[src/cgm_pkg.sv]
// Package of constants and types for the clock generator mode control block
package cgm_pkg;

	localparam int ADDR_W = 8;
	localparam int DATA_W = 32;
	localparam int REG_W  = 8;

	// Register byte addresses
	localparam logic [ADDR_W-1:0] OFS_STATUS_CONTROL  = 8'h00;
	localparam logic [ADDR_W-1:0] OFS_LOOP_CONTROL_3  = 8'h04;
	localparam logic [ADDR_W-1:0] OFS_CLOCK_CONTROL_1 = 8'h08;
	localparam logic [ADDR_W-1:0] OFS_CLOCK_CONTROL_2 = 8'h0C;
	localparam logic [ADDR_W-1:0] OFS_MODE_STATUS     = 8'h10;

	// Status and control field positions
	localparam int SC_STICKY = 7;
	localparam int SC_TRIM   = 0;

	// Loop control three field positions
	localparam int LC3_IRQ_EN  = 7;
	localparam int LC3_PLL_SEL = 6;
	localparam int LC3_CME     = 5;
	localparam int LC3_VCO_MULTIPLIER_SELECT_HI = 3;
	localparam int LC3_VCO_MULTIPLIER_SELECT_LO = 0;
	localparam logic [REG_W-1:0] LC3_WMASK = 8'hEF;
	localparam logic [REG_W-1:0] LC3_RESET = 8'h00;

	// Clock control one field positions
	localparam int CC1_OUTPUT_SOURCE_SELECT_HI = 7;
	localparam int CC1_OUTPUT_SOURCE_SELECT_LO = 6;
	localparam int CC1_REF_DIVIDER_HI = 5;
	localparam int CC1_REF_DIVIDER_LO = 3;
	localparam int CC1_INTERNAL_REF_SELECT   = 2;
	localparam int CC1_LP      = 1;
	localparam logic [REG_W-1:0] CC1_WMASK = 8'hFE;
	localparam logic [REG_W-1:0] CC1_RESET = 8'h04;

	// Clock control two field positions
	localparam int CC2_RANGE  = 5;
	localparam int CC2_EXT_REF_OSC_SELECT  = 2;
	localparam int CC2_ERCLK  = 1;
	localparam logic [REG_W-1:0] CC2_WMASK = 8'h26;
	localparam logic [REG_W-1:0] CC2_RESET = 8'h00;

	// Output source encodings
	localparam logic [1:0] SRC_FLL = 2'h0;
	localparam logic [1:0] SRC_INT = 2'h1;
	localparam logic [1:0] SRC_EXT = 2'h2;
	localparam logic [1:0] SRC_PLL = 2'h3;
	localparam logic [2:0] REF_DIVIDER_NONE = 3'h0;

	// Multiplier decode
	localparam logic [3:0] VCO_MULTIPLIER_SELECT_RESERVED = 4'h0;
	localparam logic [3:0] VCO_MULTIPLIER_SELECT_MAX_CODE = 4'hA;
	localparam logic [5:0] MULT_CAP      = 6'h28;
	localparam logic [5:0] MULT_NONE     = 6'h00;

	localparam int SYNC_STAGES = 2;

	typedef enum logic [8:0] {
		MODE_FLL_ENGAGED_INT  = 9'h001,
		MODE_FLL_ENGAGED_EXT  = 9'h002,
		MODE_FLL_BYPASSED_INT = 9'h004,
		MODE_FLL_BYPASSED_EXT = 9'h008,
		MODE_PLL_ENGAGED_EXT  = 9'h010,
		MODE_PLL_BYPASSED_EXT = 9'h020,
		MODE_LP_BYPASS_INT    = 9'h040,
		MODE_LP_BYPASS_EXT    = 9'h080,
		MODE_STOP             = 9'h100
	} cgm_mode_e;

	typedef struct packed {
		logic              psel;
		logic              penable;
		logic              pwrite;
		logic [ADDR_W-1:0] paddr;
		logic [DATA_W-1:0] pwdata;
	} cgm_apb_req_s;

	typedef struct packed {
		logic oscInitDone;
		logic lockLost;
		logic lockDetected;
		logic extClockLost;
	} cgm_analog_s;

endpackage

[src/cgm_mode_control.sv]
// Register file and mode state machine of the clock generator controller
//
// Summary of operation
// - Set oscillator-ready when external reference requested, oscillator selected and init done.
// - Clear oscillator-ready on oscillator deselect, or internal mode without reference output.
// - Fine trim bit set lengthens internal reference period; cleared shortens it.
// - Interrupt request only while loss-of-lock enable and sticky flag are both set.
// - PLL select low keeps PLL off; high keeps FLL off, in every mode.
// - Monitor enable makes loss of external clock request a reset.
// - Multiplier codes one to ten give four times the code.
// - Code zero reserved; codes eleven upward give forty.
// - Nine states; only the allowed transitions are taken, others ignored.
// - FLL engaged internal is the mode after reset.
// - FLL engaged internal: source 00, internal ref, FLL, divider 000.
// - FLL engaged internal drives main clock from FLL locked to internal ref.
// - FLL engaged external: source 00, external ref, FLL selected.
// - FLL engaged external drives main clock from FLL locked to external ref.
// - In FLL engaged modes debug clock comes from FLL; PLL held off.
// - Loss of lock sets sticky flag; write one clears; reset clears. The code sets it only on a lock loss while fllEnable or pllEnable is high.
// - Output source status reports the present mode's source, or the saved mode's while in stop, with no synchronising delay.
//
// The implementer's own choices: the APB register port and the register addresses.
`timescale 1ns/1ns
module cgm_mode_control (
	input  wire logic                  sys_clk,
	input  wire logic                  arst_n,
	input  wire cgm_pkg::cgm_apb_req_s apbReq,
	output logic [cgm_pkg::DATA_W-1:0] prdata,
	output logic                       pready,
	output logic                       pslverr,
	input  wire cgm_pkg::cgm_analog_s  analogIn,
	input  wire logic                  debugActive,
	input  wire logic                  stopReq,
	output logic                       irqReq,
	output logic                       resetReq,
	output logic                       fllEnable,
	output logic                       pllEnable,
	output logic [1:0]                 mainClkSel,
	output logic                       debugClkFromFll,
	output logic [5:0]                 multFactor,
	output logic                       trimLonger,
	output logic                       extRefEnable
);
	import cgm_pkg::*;

	function automatic logic [8:0] allowedFrom(input cgm_mode_e m);
		case (m)
			MODE_FLL_ENGAGED_INT:  allowedFrom = MODE_FLL_ENGAGED_EXT | MODE_FLL_BYPASSED_INT
				| MODE_FLL_BYPASSED_EXT;
			MODE_FLL_ENGAGED_EXT:  allowedFrom = MODE_FLL_ENGAGED_INT | MODE_FLL_BYPASSED_INT
				| MODE_FLL_BYPASSED_EXT;
			MODE_FLL_BYPASSED_INT: allowedFrom = MODE_FLL_ENGAGED_INT | MODE_FLL_ENGAGED_EXT
				| MODE_FLL_BYPASSED_EXT | MODE_LP_BYPASS_INT;
			MODE_FLL_BYPASSED_EXT: allowedFrom = MODE_FLL_ENGAGED_INT | MODE_FLL_ENGAGED_EXT
				| MODE_FLL_BYPASSED_INT | MODE_PLL_BYPASSED_EXT | MODE_LP_BYPASS_EXT;
			MODE_PLL_BYPASSED_EXT: allowedFrom = MODE_FLL_BYPASSED_EXT | MODE_PLL_ENGAGED_EXT
				| MODE_LP_BYPASS_EXT;
			MODE_PLL_ENGAGED_EXT:  allowedFrom = MODE_PLL_BYPASSED_EXT;
			MODE_LP_BYPASS_INT:    allowedFrom = MODE_FLL_BYPASSED_INT;
			MODE_LP_BYPASS_EXT:    allowedFrom = MODE_FLL_BYPASSED_EXT | MODE_PLL_BYPASSED_EXT;
			default:               allowedFrom = '0;
		endcase
	endfunction

	function automatic logic [1:0] sourceOf(input cgm_mode_e m);
		case (m)
			MODE_FLL_BYPASSED_INT, MODE_LP_BYPASS_INT: sourceOf = SRC_INT;
			MODE_FLL_BYPASSED_EXT, MODE_PLL_BYPASSED_EXT, MODE_LP_BYPASS_EXT: sourceOf = SRC_EXT;
			MODE_PLL_ENGAGED_EXT: sourceOf = SRC_PLL;
			default: sourceOf = SRC_FLL;
		endcase
	endfunction

	function automatic logic [5:0] multOf(input logic [3:0] code);
		if (code == VCO_MULTIPLIER_SELECT_RESERVED)
			multOf = MULT_NONE;
		else if (code > VCO_MULTIPLIER_SELECT_MAX_CODE)
			multOf = MULT_CAP;
		else
			multOf = {code, 2'b00};
	endfunction

	cgm_mode_e        state_q;
	cgm_mode_e        state_d;
	cgm_mode_e        resume_q;
	cgm_mode_e        target;
	logic [REG_W-1:0] loopCtl3_q;
	logic [REG_W-1:0] clkCtl1_q;
	logic [REG_W-1:0] clkCtl2_q;
	logic             fineTrim_q;
	logic             sticky_q;
	logic             oscReady_q;
	logic             lockLostPrev_q;
	cgm_analog_s      analogSync;

	// Analog indications cross into the bus clock first
	cgm_sync #(
		.WIDTH ($bits(cgm_analog_s))
	) u_sync (
		.sys_clk (sys_clk),
		.arst_n  (arst_n),
		.asyncIn (analogIn),
		.syncOut (analogSync)
	);

	wire        setupPhase = apbReq.psel & ~apbReq.penable;
	wire        accessDone = apbReq.psel & apbReq.penable & pready;
	wire        wrEn       = accessDone & apbReq.pwrite;
	wire        hitSc      = apbReq.paddr == OFS_STATUS_CONTROL;
	wire        hitLc3     = apbReq.paddr == OFS_LOOP_CONTROL_3;
	wire        hitCc1     = apbReq.paddr == OFS_CLOCK_CONTROL_1;
	wire        hitCc2     = apbReq.paddr == OFS_CLOCK_CONTROL_2;
	wire        hitMode    = apbReq.paddr == OFS_MODE_STATUS;
	wire        mapped     = hitSc | hitLc3 | hitCc1 | hitCc2 | hitMode;
	wire        wrReadOnly = hitMode & apbReq.pwrite;
	wire [7:0]  wByte      = apbReq.pwdata[REG_W-1:0];

	wire        irqEn      = loopCtl3_q[LC3_IRQ_EN];
	wire        pllSel     = loopCtl3_q[LC3_PLL_SEL];
	wire        monitorEn  = loopCtl3_q[LC3_CME];
	wire [3:0]  vco_multiplier_select       = loopCtl3_q[LC3_VCO_MULTIPLIER_SELECT_HI:LC3_VCO_MULTIPLIER_SELECT_LO];
	wire [1:0]  srcSel     = clkCtl1_q[CC1_OUTPUT_SOURCE_SELECT_HI:CC1_OUTPUT_SOURCE_SELECT_LO];
	wire [2:0]  refDiv     = clkCtl1_q[CC1_REF_DIVIDER_HI:CC1_REF_DIVIDER_LO];
	wire        intRefSel  = clkCtl1_q[CC1_INTERNAL_REF_SELECT];
	wire        lowPower   = clkCtl1_q[CC1_LP] & ~debugActive;
	wire        oscSel     = clkCtl2_q[CC2_EXT_REF_OSC_SELECT];
	wire        refOutEn   = clkCtl2_q[CC2_ERCLK];

	wire        inExtMode  = (state_q == MODE_FLL_ENGAGED_EXT) | (state_q == MODE_FLL_BYPASSED_EXT)
		| (state_q == MODE_PLL_ENGAGED_EXT) | (state_q == MODE_PLL_BYPASSED_EXT)
		| (state_q == MODE_LP_BYPASS_EXT);
	wire        inIntMode  = (state_q == MODE_FLL_ENGAGED_INT) | (state_q == MODE_FLL_BYPASSED_INT)
		| (state_q == MODE_LP_BYPASS_INT);
	wire        fllEngaged = (state_q == MODE_FLL_ENGAGED_INT) | (state_q == MODE_FLL_ENGAGED_EXT);
	wire        fllDomain  = fllEngaged | (state_q == MODE_FLL_BYPASSED_INT)
		| (state_q == MODE_FLL_BYPASSED_EXT);
	wire        pllDomain  = (state_q == MODE_PLL_ENGAGED_EXT) | (state_q == MODE_PLL_BYPASSED_EXT);

	wire        oscSet     = (refOutEn | inExtMode) & oscSel & analogSync.oscInitDone;
	wire        oscClr     = ~oscSel | (inIntMode & ~refOutEn);
	wire        lockDrop   = analogSync.lockLost & ~lockLostPrev_q & (fllEnable | pllEnable);
	wire        stickyClr  = wrEn & hitSc & wByte[SC_STICKY] & sticky_q;

	// Target mode from the programmed selects; no match holds the present mode
	assign target =
		(srcSel == SRC_FLL && intRefSel && !pllSel && refDiv == REF_DIVIDER_NONE)
			? MODE_FLL_ENGAGED_INT :
		(srcSel == SRC_FLL && !intRefSel && !pllSel) ? MODE_FLL_ENGAGED_EXT :
		(srcSel == SRC_FLL && !intRefSel && pllSel) ? MODE_PLL_ENGAGED_EXT :
		(srcSel == SRC_INT && intRefSel && !pllSel && lowPower) ? MODE_LP_BYPASS_INT :
		(srcSel == SRC_INT && intRefSel && !pllSel && refDiv == REF_DIVIDER_NONE)
			? MODE_FLL_BYPASSED_INT :
		(srcSel == SRC_EXT && !intRefSel && lowPower) ? MODE_LP_BYPASS_EXT :
		(srcSel == SRC_EXT && !intRefSel && pllSel) ? MODE_PLL_BYPASSED_EXT :
		(srcSel == SRC_EXT && !intRefSel) ? MODE_FLL_BYPASSED_EXT : state_q;

	// Stop overrides everything and resumes the saved mode
	always_comb
	begin
		state_d = state_q;
		case (state_q)
			MODE_STOP:
				if (!stopReq)
					state_d = resume_q;
			MODE_FLL_ENGAGED_INT, MODE_FLL_ENGAGED_EXT, MODE_FLL_BYPASSED_INT,
			MODE_FLL_BYPASSED_EXT, MODE_PLL_ENGAGED_EXT, MODE_PLL_BYPASSED_EXT,
			MODE_LP_BYPASS_INT, MODE_LP_BYPASS_EXT:
				if (stopReq)
					state_d = MODE_STOP;
				else if ((allowedFrom(state_q) & target) != '0)
					state_d = target;
			default:
				state_d = MODE_FLL_ENGAGED_INT;
		endcase
	end

	always_ff @(posedge sys_clk or negedge arst_n)
	begin
		if (!arst_n)
		begin
			state_q  <= MODE_FLL_ENGAGED_INT;
			resume_q <= MODE_FLL_ENGAGED_INT;
		end
		else
		begin
			state_q <= state_d;
			if (state_q != MODE_STOP)
				resume_q <= state_q;
		end
	end

	// Register writes; undocumented resets are zero, internal ref select set
	always_ff @(posedge sys_clk or negedge arst_n)
	begin
		if (!arst_n)
		begin
			loopCtl3_q <= LC3_RESET;
			clkCtl1_q  <= CC1_RESET;
			clkCtl2_q  <= CC2_RESET;
			fineTrim_q <= 1'b0;
		end
		else if (wrEn)
		begin
			if (hitLc3)
				loopCtl3_q <= wByte & LC3_WMASK;
			if (hitCc1)
				clkCtl1_q <= wByte & CC1_WMASK;
			if (hitCc2)
				clkCtl2_q <= wByte & CC2_WMASK;
			if (hitSc)
				fineTrim_q <= wByte[SC_TRIM];
		end
	end

	// Flags: a set in the same cycle as its clear wins
	always_ff @(posedge sys_clk or negedge arst_n)
	begin
		if (!arst_n)
		begin
			sticky_q       <= 1'b0;
			oscReady_q     <= 1'b0;
			lockLostPrev_q <= 1'b0;
		end
		else
		begin
			lockLostPrev_q <= analogSync.lockLost;
			sticky_q       <= lockDrop | (sticky_q & ~stickyClr);
			oscReady_q     <= oscSet | (oscReady_q & ~oscClr);
		end
	end

	wire [7:0] scRead = {sticky_q, analogSync.lockDetected, pllDomain, inIntMode,
		sourceOf(state_q == MODE_STOP ? resume_q : state_q), oscReady_q, fineTrim_q};
	wire [DATA_W-1:0] rdMux =
		hitSc   ? {{(DATA_W-REG_W){1'b0}}, scRead} :
		hitLc3  ? {{(DATA_W-REG_W){1'b0}}, loopCtl3_q} :
		hitCc1  ? {{(DATA_W-REG_W){1'b0}}, clkCtl1_q} :
		hitCc2  ? {{(DATA_W-REG_W){1'b0}}, clkCtl2_q} :
		hitMode ? {{(DATA_W-9){1'b0}}, state_q} : '0;

	// One wait-free access phase; read data captured in the setup cycle
	always_ff @(posedge sys_clk or negedge arst_n)
	begin
		if (!arst_n)
		begin
			pready  <= 1'b0;
			pslverr <= 1'b0;
			prdata  <= '0;
		end
		else
		begin
			pready  <= setupPhase;
			pslverr <= setupPhase & (~mapped | wrReadOnly);
			prdata  <= setupPhase & ~apbReq.pwrite ? rdMux : '0;
		end
	end

	// Analog control outputs, all registered
	always_ff @(posedge sys_clk or negedge arst_n)
	begin
		if (!arst_n)
		begin
			irqReq          <= 1'b0;
			resetReq        <= 1'b0;
			fllEnable       <= 1'b0;
			pllEnable       <= 1'b0;
			mainClkSel      <= SRC_FLL;
			debugClkFromFll <= 1'b0;
			multFactor      <= MULT_NONE;
			trimLonger      <= 1'b0;
			extRefEnable    <= 1'b0;
		end
		else
		begin
			irqReq          <= irqEn & sticky_q;
			resetReq        <= monitorEn & analogSync.extClockLost;
			fllEnable       <= ~pllSel & fllDomain;
			pllEnable       <= pllSel & pllDomain;
			mainClkSel      <= sourceOf(state_q);
			debugClkFromFll <= fllDomain;
			multFactor      <= multOf(vco_multiplier_select);
			trimLonger      <= fineTrim_q;
			extRefEnable    <= refOutEn | inExtMode;
		end
	end

	property p_osc_set;
		@(posedge sys_clk) disable iff (!arst_n) oscSet |=> oscReady_q;
	endproperty
	a_osc_set: assert property (p_osc_set) else $error("osc ready not set");

	property p_osc_clear;
		@(posedge sys_clk) disable iff (!arst_n)
			$fell(oscReady_q) |-> $past(oscClr) && !$past(oscSet);
	endproperty
	a_osc_clear: assert property (p_osc_clear) else $error("osc ready cleared wrongly");

	property p_irq;
		@(posedge sys_clk) disable iff (!arst_n) irqReq |-> $past(irqEn) && $past(sticky_q);
	endproperty
	a_irq: assert property (p_irq) else $error("irq without enable and flag");

	property p_loop_excl;
		@(posedge sys_clk) disable iff (!arst_n)
			(!pllEnable || $past(pllSel)) && (!fllEnable || !$past(pllSel));
	endproperty
	a_loop_excl: assert property (p_loop_excl) else $error("both loops enabled");

	property p_monitor;
		@(posedge sys_clk) disable iff (!arst_n)
			!monitorEn ##1 !monitorEn |-> !resetReq;
	endproperty
	a_monitor: assert property (p_monitor) else $error("reset request with monitor off");

	property p_mult;
		@(posedge sys_clk) disable iff (!arst_n)
			$past(vco_multiplier_select) > VCO_MULTIPLIER_SELECT_MAX_CODE |-> multFactor == MULT_CAP;
	endproperty
	a_mult: assert property (p_mult) else $error("multiplier not capped");

	property p_onehot;
		@(posedge sys_clk) disable iff (!arst_n)
			$onehot(state_q) && ($stable(state_q) || $past(state_q) == MODE_STOP
				|| state_q == MODE_STOP
				|| (allowedFrom(cgm_mode_e'($past(state_q))) & state_q) != '0);
	endproperty
	a_onehot: assert property (p_onehot) else $error("illegal mode transition");
	property p_sticky;
		@(posedge sys_clk) disable iff (!arst_n)
			lockDrop |=> sticky_q ##1 (sticky_q || $past(stickyClr));
	endproperty
	a_sticky: assert property (p_sticky) else $error("lock loss flag lost");

	property p_debug_clk;
		@(posedge sys_clk) disable iff (!arst_n)
			fllEngaged |=> debugClkFromFll && !pllEnable && mainClkSel == SRC_FLL;
	endproperty
	a_debug_clk: assert property (p_debug_clk) else $error("engaged FLL outputs wrong");

endmodule

[src/cgm_sync.sv]
// Multi-bit two-flop level synchroniser
`timescale 1ns/1ns
module cgm_sync #(
	parameter int WIDTH = 1
) (
	input  wire logic             sys_clk,
	input  wire logic             arst_n,
	input  wire logic [WIDTH-1:0] asyncIn,
	output logic      [WIDTH-1:0] syncOut
);

	logic [WIDTH-1:0] meta_q;

	// First stage feeds only the second stage
	always_ff @(posedge sys_clk or negedge arst_n)
	begin
		if (!arst_n)
		begin
			meta_q  <= '0;
			syncOut <= '0;
		end
		else
		begin
			meta_q  <= asyncIn;
			syncOut <= meta_q;
		end
	end

endmodule

[config.mk]
export PLATFORM = sky130hd
export DESIGN_NAME = cgm_mode_control
export DESIGN_NICKNAME = d
export VERILOG_FILES = /design/src/cgm_pkg.sv /design/src/cgm_mode_control.sv /design/src/cgm_sync.sv
export SDC_FILE = /design/constraint.sdc
export NUM_CORES = 1
export LEC_CHECK = 0
export BUFFER_PORTS_ARGS = -buffer_cell sky130_fd_sc_hd__buf_2
export CORE_ASPECT_RATIO = 1.4
export CORE_UTILIZATION = 58
export CTS_CLUSTER_SIZE = 20
export DETAILED_ROUTE_END_ITERATION = 12
export PLACE_DENSITY = 0.9
export REMOVE_ABC_BUFFERS = 1
export SLEW_MARGIN = 20
export SYNTH_ARGS = -nofsm -noshare
export SYNTH_HDL_FRONTEND = slang
export SYNTH_SLANG_ARGS = --single-unit
[constraint.sdc]
create_clock -name sys_clk -period 5.5 [get_ports sys_clk]
set_input_delay 0.275 -clock sys_clk [delete_from_list [all_inputs] [get_ports sys_clk]]
set_output_delay 0.275 -clock sys_clk [all_outputs]
set_load 0.01 [all_outputs]
==> impl_metrics.tcl <==
set metrics [dict create \
    status "finished clean" \
    synth_compound_gate_area_share 0.180 \
    synth.mux.area_fraction 0.0609 \
    holdWs_ns 0.0161 \
    critPathCaptureType "register" \
    leakage_nw 2.04 \
    clkPwrFrac 0.248 \
    synth_fa_ha_area_frac 0 \
    placedInstanceArea_um2 4090 \
    power_switching_share 0.395 \
    power_frac_seq 0.444 \
    synth_top_family_by_area "simple AND/OR/NAND/NOR gates" \
    fin_tns_setup_ns 0 \
    cts_tree "done" \
    grt_pass1_vias 3256 \
    data_arrival_time_of_the_worst_path_ns 3.04 \
    dp_worst_setup_slack_ns 2.77 \
    vdd_ir_drop_max_mv 0.225 \
    synth-main-ff-cell "dfrtp_1" \
    clk-insertion-delay-late_ns 0.36 \
    startpoint_type "register" \
    cts-root-to-sink-buffers 2 \
    finalWorstSetupSlack_ns 2.71 \
    timing_max_transition_violations_final 0 \
    post_route_cells_drive_above_1_share 0.230 \
    cp_max_fo 15 \
    floorplan.die.height_um 99.8 \
    die_w_um 71.9 \
    synth-simple-area-share 0.191 \
    synth_area_leader_cell "dfrtp_1" \
    num_vias 3282 \
    synth.lib_cells_used.distinct 68 \
    min_path_type "in -> reg" \
    synth-seq-area-share 0.449 \
    synth.ff_latch_count 71 \
    placement_rows 35 \
    grt.total_usage 0.287 \
    drt_iter0_drc 314 \
    crit_chain "or4_4 -> nor2_1 -> o2bb2ai_1 -> nand3_1 -> and4bb_1 -> a21oi_4 -> o22a_1" \
    layout_min_cycle_time_ns 2.79 \
    power-per-cell-area_nw_per_um2 369 \
    number_of_synthesized_flops_with_an_enable_pin 0 \
    ys_top_cells_by_area "dfrtp_1 43%, buf_4 4.9%, mux2_2 4.8%" \
    gp_routability_congestion 0.956 \
    timing_worst_slew_pin_value_ns 0.870 \
    wirelength_um 9620 \
    area_delta_synth_final_pct 7.51 \
    largest_net_degree_at_the_start_of_global_routing 72 \
    postSynth.asyncResetShare 1.00 \
    netlist_area_um2 3970 \
    timing.critical_path.slowest_cell_delay_ns 0.68 \
    first_pass_grt_wire_length_um 15500 \
    io_pins 100 \
    clkSinkCount 71 \
    avgRoutedWirePerCell_um 18.0 \
    cts_setup_buffers 0 \
    fin_util 0.645 \
    worst_clock_skew_ns 0.00923 \
    final_net_count 490 \
    port-buffer-count 50 \
    crit_path_slowest_cell "or4_4" \
    drt-vias-per-instance 6.12 \
    start_util 0.600 \
    die-area_um2 7180 \
    grt_antenna_before_repair 0 \
    power_switching_uw 622 \
    hold_violations_final 0 \
    gr-total-overflow 0 \
    drt_first_pass_iters 5 \
    detail_route.drc_violations 0 \
    total_power_mw 1.57 \
    min_period_over_period 0.507 \
    cap_violations 0 \
    synthesis.instances 406 \
    total_instance_count_after_detailed_placement 520 \
    synth-xor-area-share 0.0177 \
    clockRootBuffer "clkbuf_8" \
    clock_tree.htree_level_count 3 \
    share_comb_of_total_power 0.308 \
    timing.max_slew.rel_slack 0.420 \
    max_clock_freq_mhz 358 \
    synth-warning-count 0 \
    cell_internal_pwr_uw 953 \
    synth.top_cell.area_share 0.429 \
    final_design_area_no_fill_um2 4260 \
    final_antenna_net_count 0 \
    clk_pin_slew_worst_paths_ns 0.09 \
    cts_hold_buf 0 \
    core_area_um2 6610 \
    timing.critical_path.required_ns 5.75 \
    antenna_cells 0 \
    finalSetupViolations 0 \
    average_instance_area_after_synthesis_um2 9.77 \
    setup_repair_after_global_routing_missed_its_margin "false" \
    tritoncts.num_buffers 9 \
    cts.repair.resized 0 \
    detailedPlacementHpwl_um 7000 \
    worst-setup-path-type "reg -> reg" \
    final_cells 536 \
]
-- sequential cells by signal, summed over array words and instances, names as in the netlist, 2 cells and up --
name and count:
prdata 9, resume_q 9, state_q 9, clkCtl1_q 7, loopCtl3_q 7, multFactor 4
u_sync.meta_q 4, u_sync.syncOut 4, clkCtl2_q 3, mainClkSel 2
-- power by group through the flow --
stage               combinational, mW  clock [mW]  sequential (mW)
floorplan                       0.351           0            0.668
global placement                0.461           0            0.696
detailed placement              0.476           0            0.703
CTS                             0.481       0.395            0.692
global route                    0.536       0.413            0.703
finish                          0.485       0.391            0.699
-- worst paths after layout --
path	startpoint	to	slack (ns)	depth (start not counted)
setup reg to reg	state_q[4]	state_q[6]	2.71	7
hold reg to reg	u_sync.meta_q[2]	u_sync.syncOut[2]	0.35	0
hold / removal	analogIn[2]	u_sync.meta_q[2]	0.02	1
setup / recovery	state_q[4]	state_q[6]	2.71	7
min in group asynchronous	arst_n	resetReq	0.10	2
max in group asynchronous	arst_n	state_q[6]	4.82	2
-- area by class of cell --
type                    instances  area [µm²]
fillers                       533        2350
multi-input cells             292        1880
flip-flops and latches         71        1780
repair buffers                 51         258
clock buffers                   9         124
well taps                      92         115
clock inverters                 7        55.1
inverters                      14        52.6
-- synthesized netlist by cell type, types with 3 or more instances --
cell / n
buf_4: 26
o22a_1: 7
buf_2: 7
a211oi_1: 3
nor2b_1: 3
buf_6: 5
mux2i_1: 5
nor2_1: 32
nor3_1: 8
nor4_1: 3
dfstp_2: 3
clkbuf_1: 10
o21ai_0: 27
xor2_1: 5
dfrtp_1: 68
nand2b_1: 11
a21o_1: 5
a221oi_1: 6
a211o_1: 3
xnor2_1: 3
nand3_1: 4
inv_1: 14
o22ai_1: 4
o2bb2ai_1: 3
nand2_1: 32
nor4b_1: 3
and3_1: 7
a21oi_1: 15
buf_1: 4
nor3_2: 4
mux2_2: 17
or2_2: 3
o2111ai_1: 4
nand4_1: 4
a2bb2oi_1: 3
and2_1: 5
o211ai_1: 3
-- routing by layer --
layer  up-vias  global-route usage  share of wire
met5         -                   0              0
met3        50              0.0502          0.062
li1       1469                   -              -
met2       187               0.487           0.52
met1      1576               0.313           0.36
met4         0               0.226          0.060
-- cell families (layout without fill, tap and decap cells) --
group	Yosys count	after routing
AO/OA/AOI/OAI	102	102
AND/OR/NAND/NOR	135	135
other	1	25
XOR/XNOR	8	8
multiplexers	22	22
flip-flops	71	71
buffers and inverters	67	81
-- cells in the final DEF, fill, tap and decap left out, types with 4 or more instances in the layout --
| cell type | n |
|---|---|
| conb_1 | 25 |
| nor3_2 | 4 |
| buf_2 | 50 |
| o22a_1 | 7 |
| nor3_1 | 8 |
| o21ai_0 | 27 |
| nand3_1 | 4 |
| mux2i_1 | 5 |
| clkbuf_8 | 9 |
| a21o_1 | 5 |
| inv_1 | 14 |
| nor2_1 | 32 |
| nand2_1 | 32 |
| mux2_2 | 17 |
| xor2_1 | 5 |
| o2111ai_1 | 4 |
| nand4_1 | 4 |
| o22ai_1 | 4 |
| and2_1 | 5 |
| a221oi_1 | 6 |
| nand2b_1 | 11 |
| dfrtp_1 | 68 |
| and3_1 | 7 |
| a21oi_1 | 15 |
-- worst max-delay path, delay by kind of cell (launching register included) --
family / cells / cell delay, ns
compound gates: 3 / 0.49
flops: 1 / 0.63
simple gates: 4 / 1.53
(Power assumes the default switching activity.)
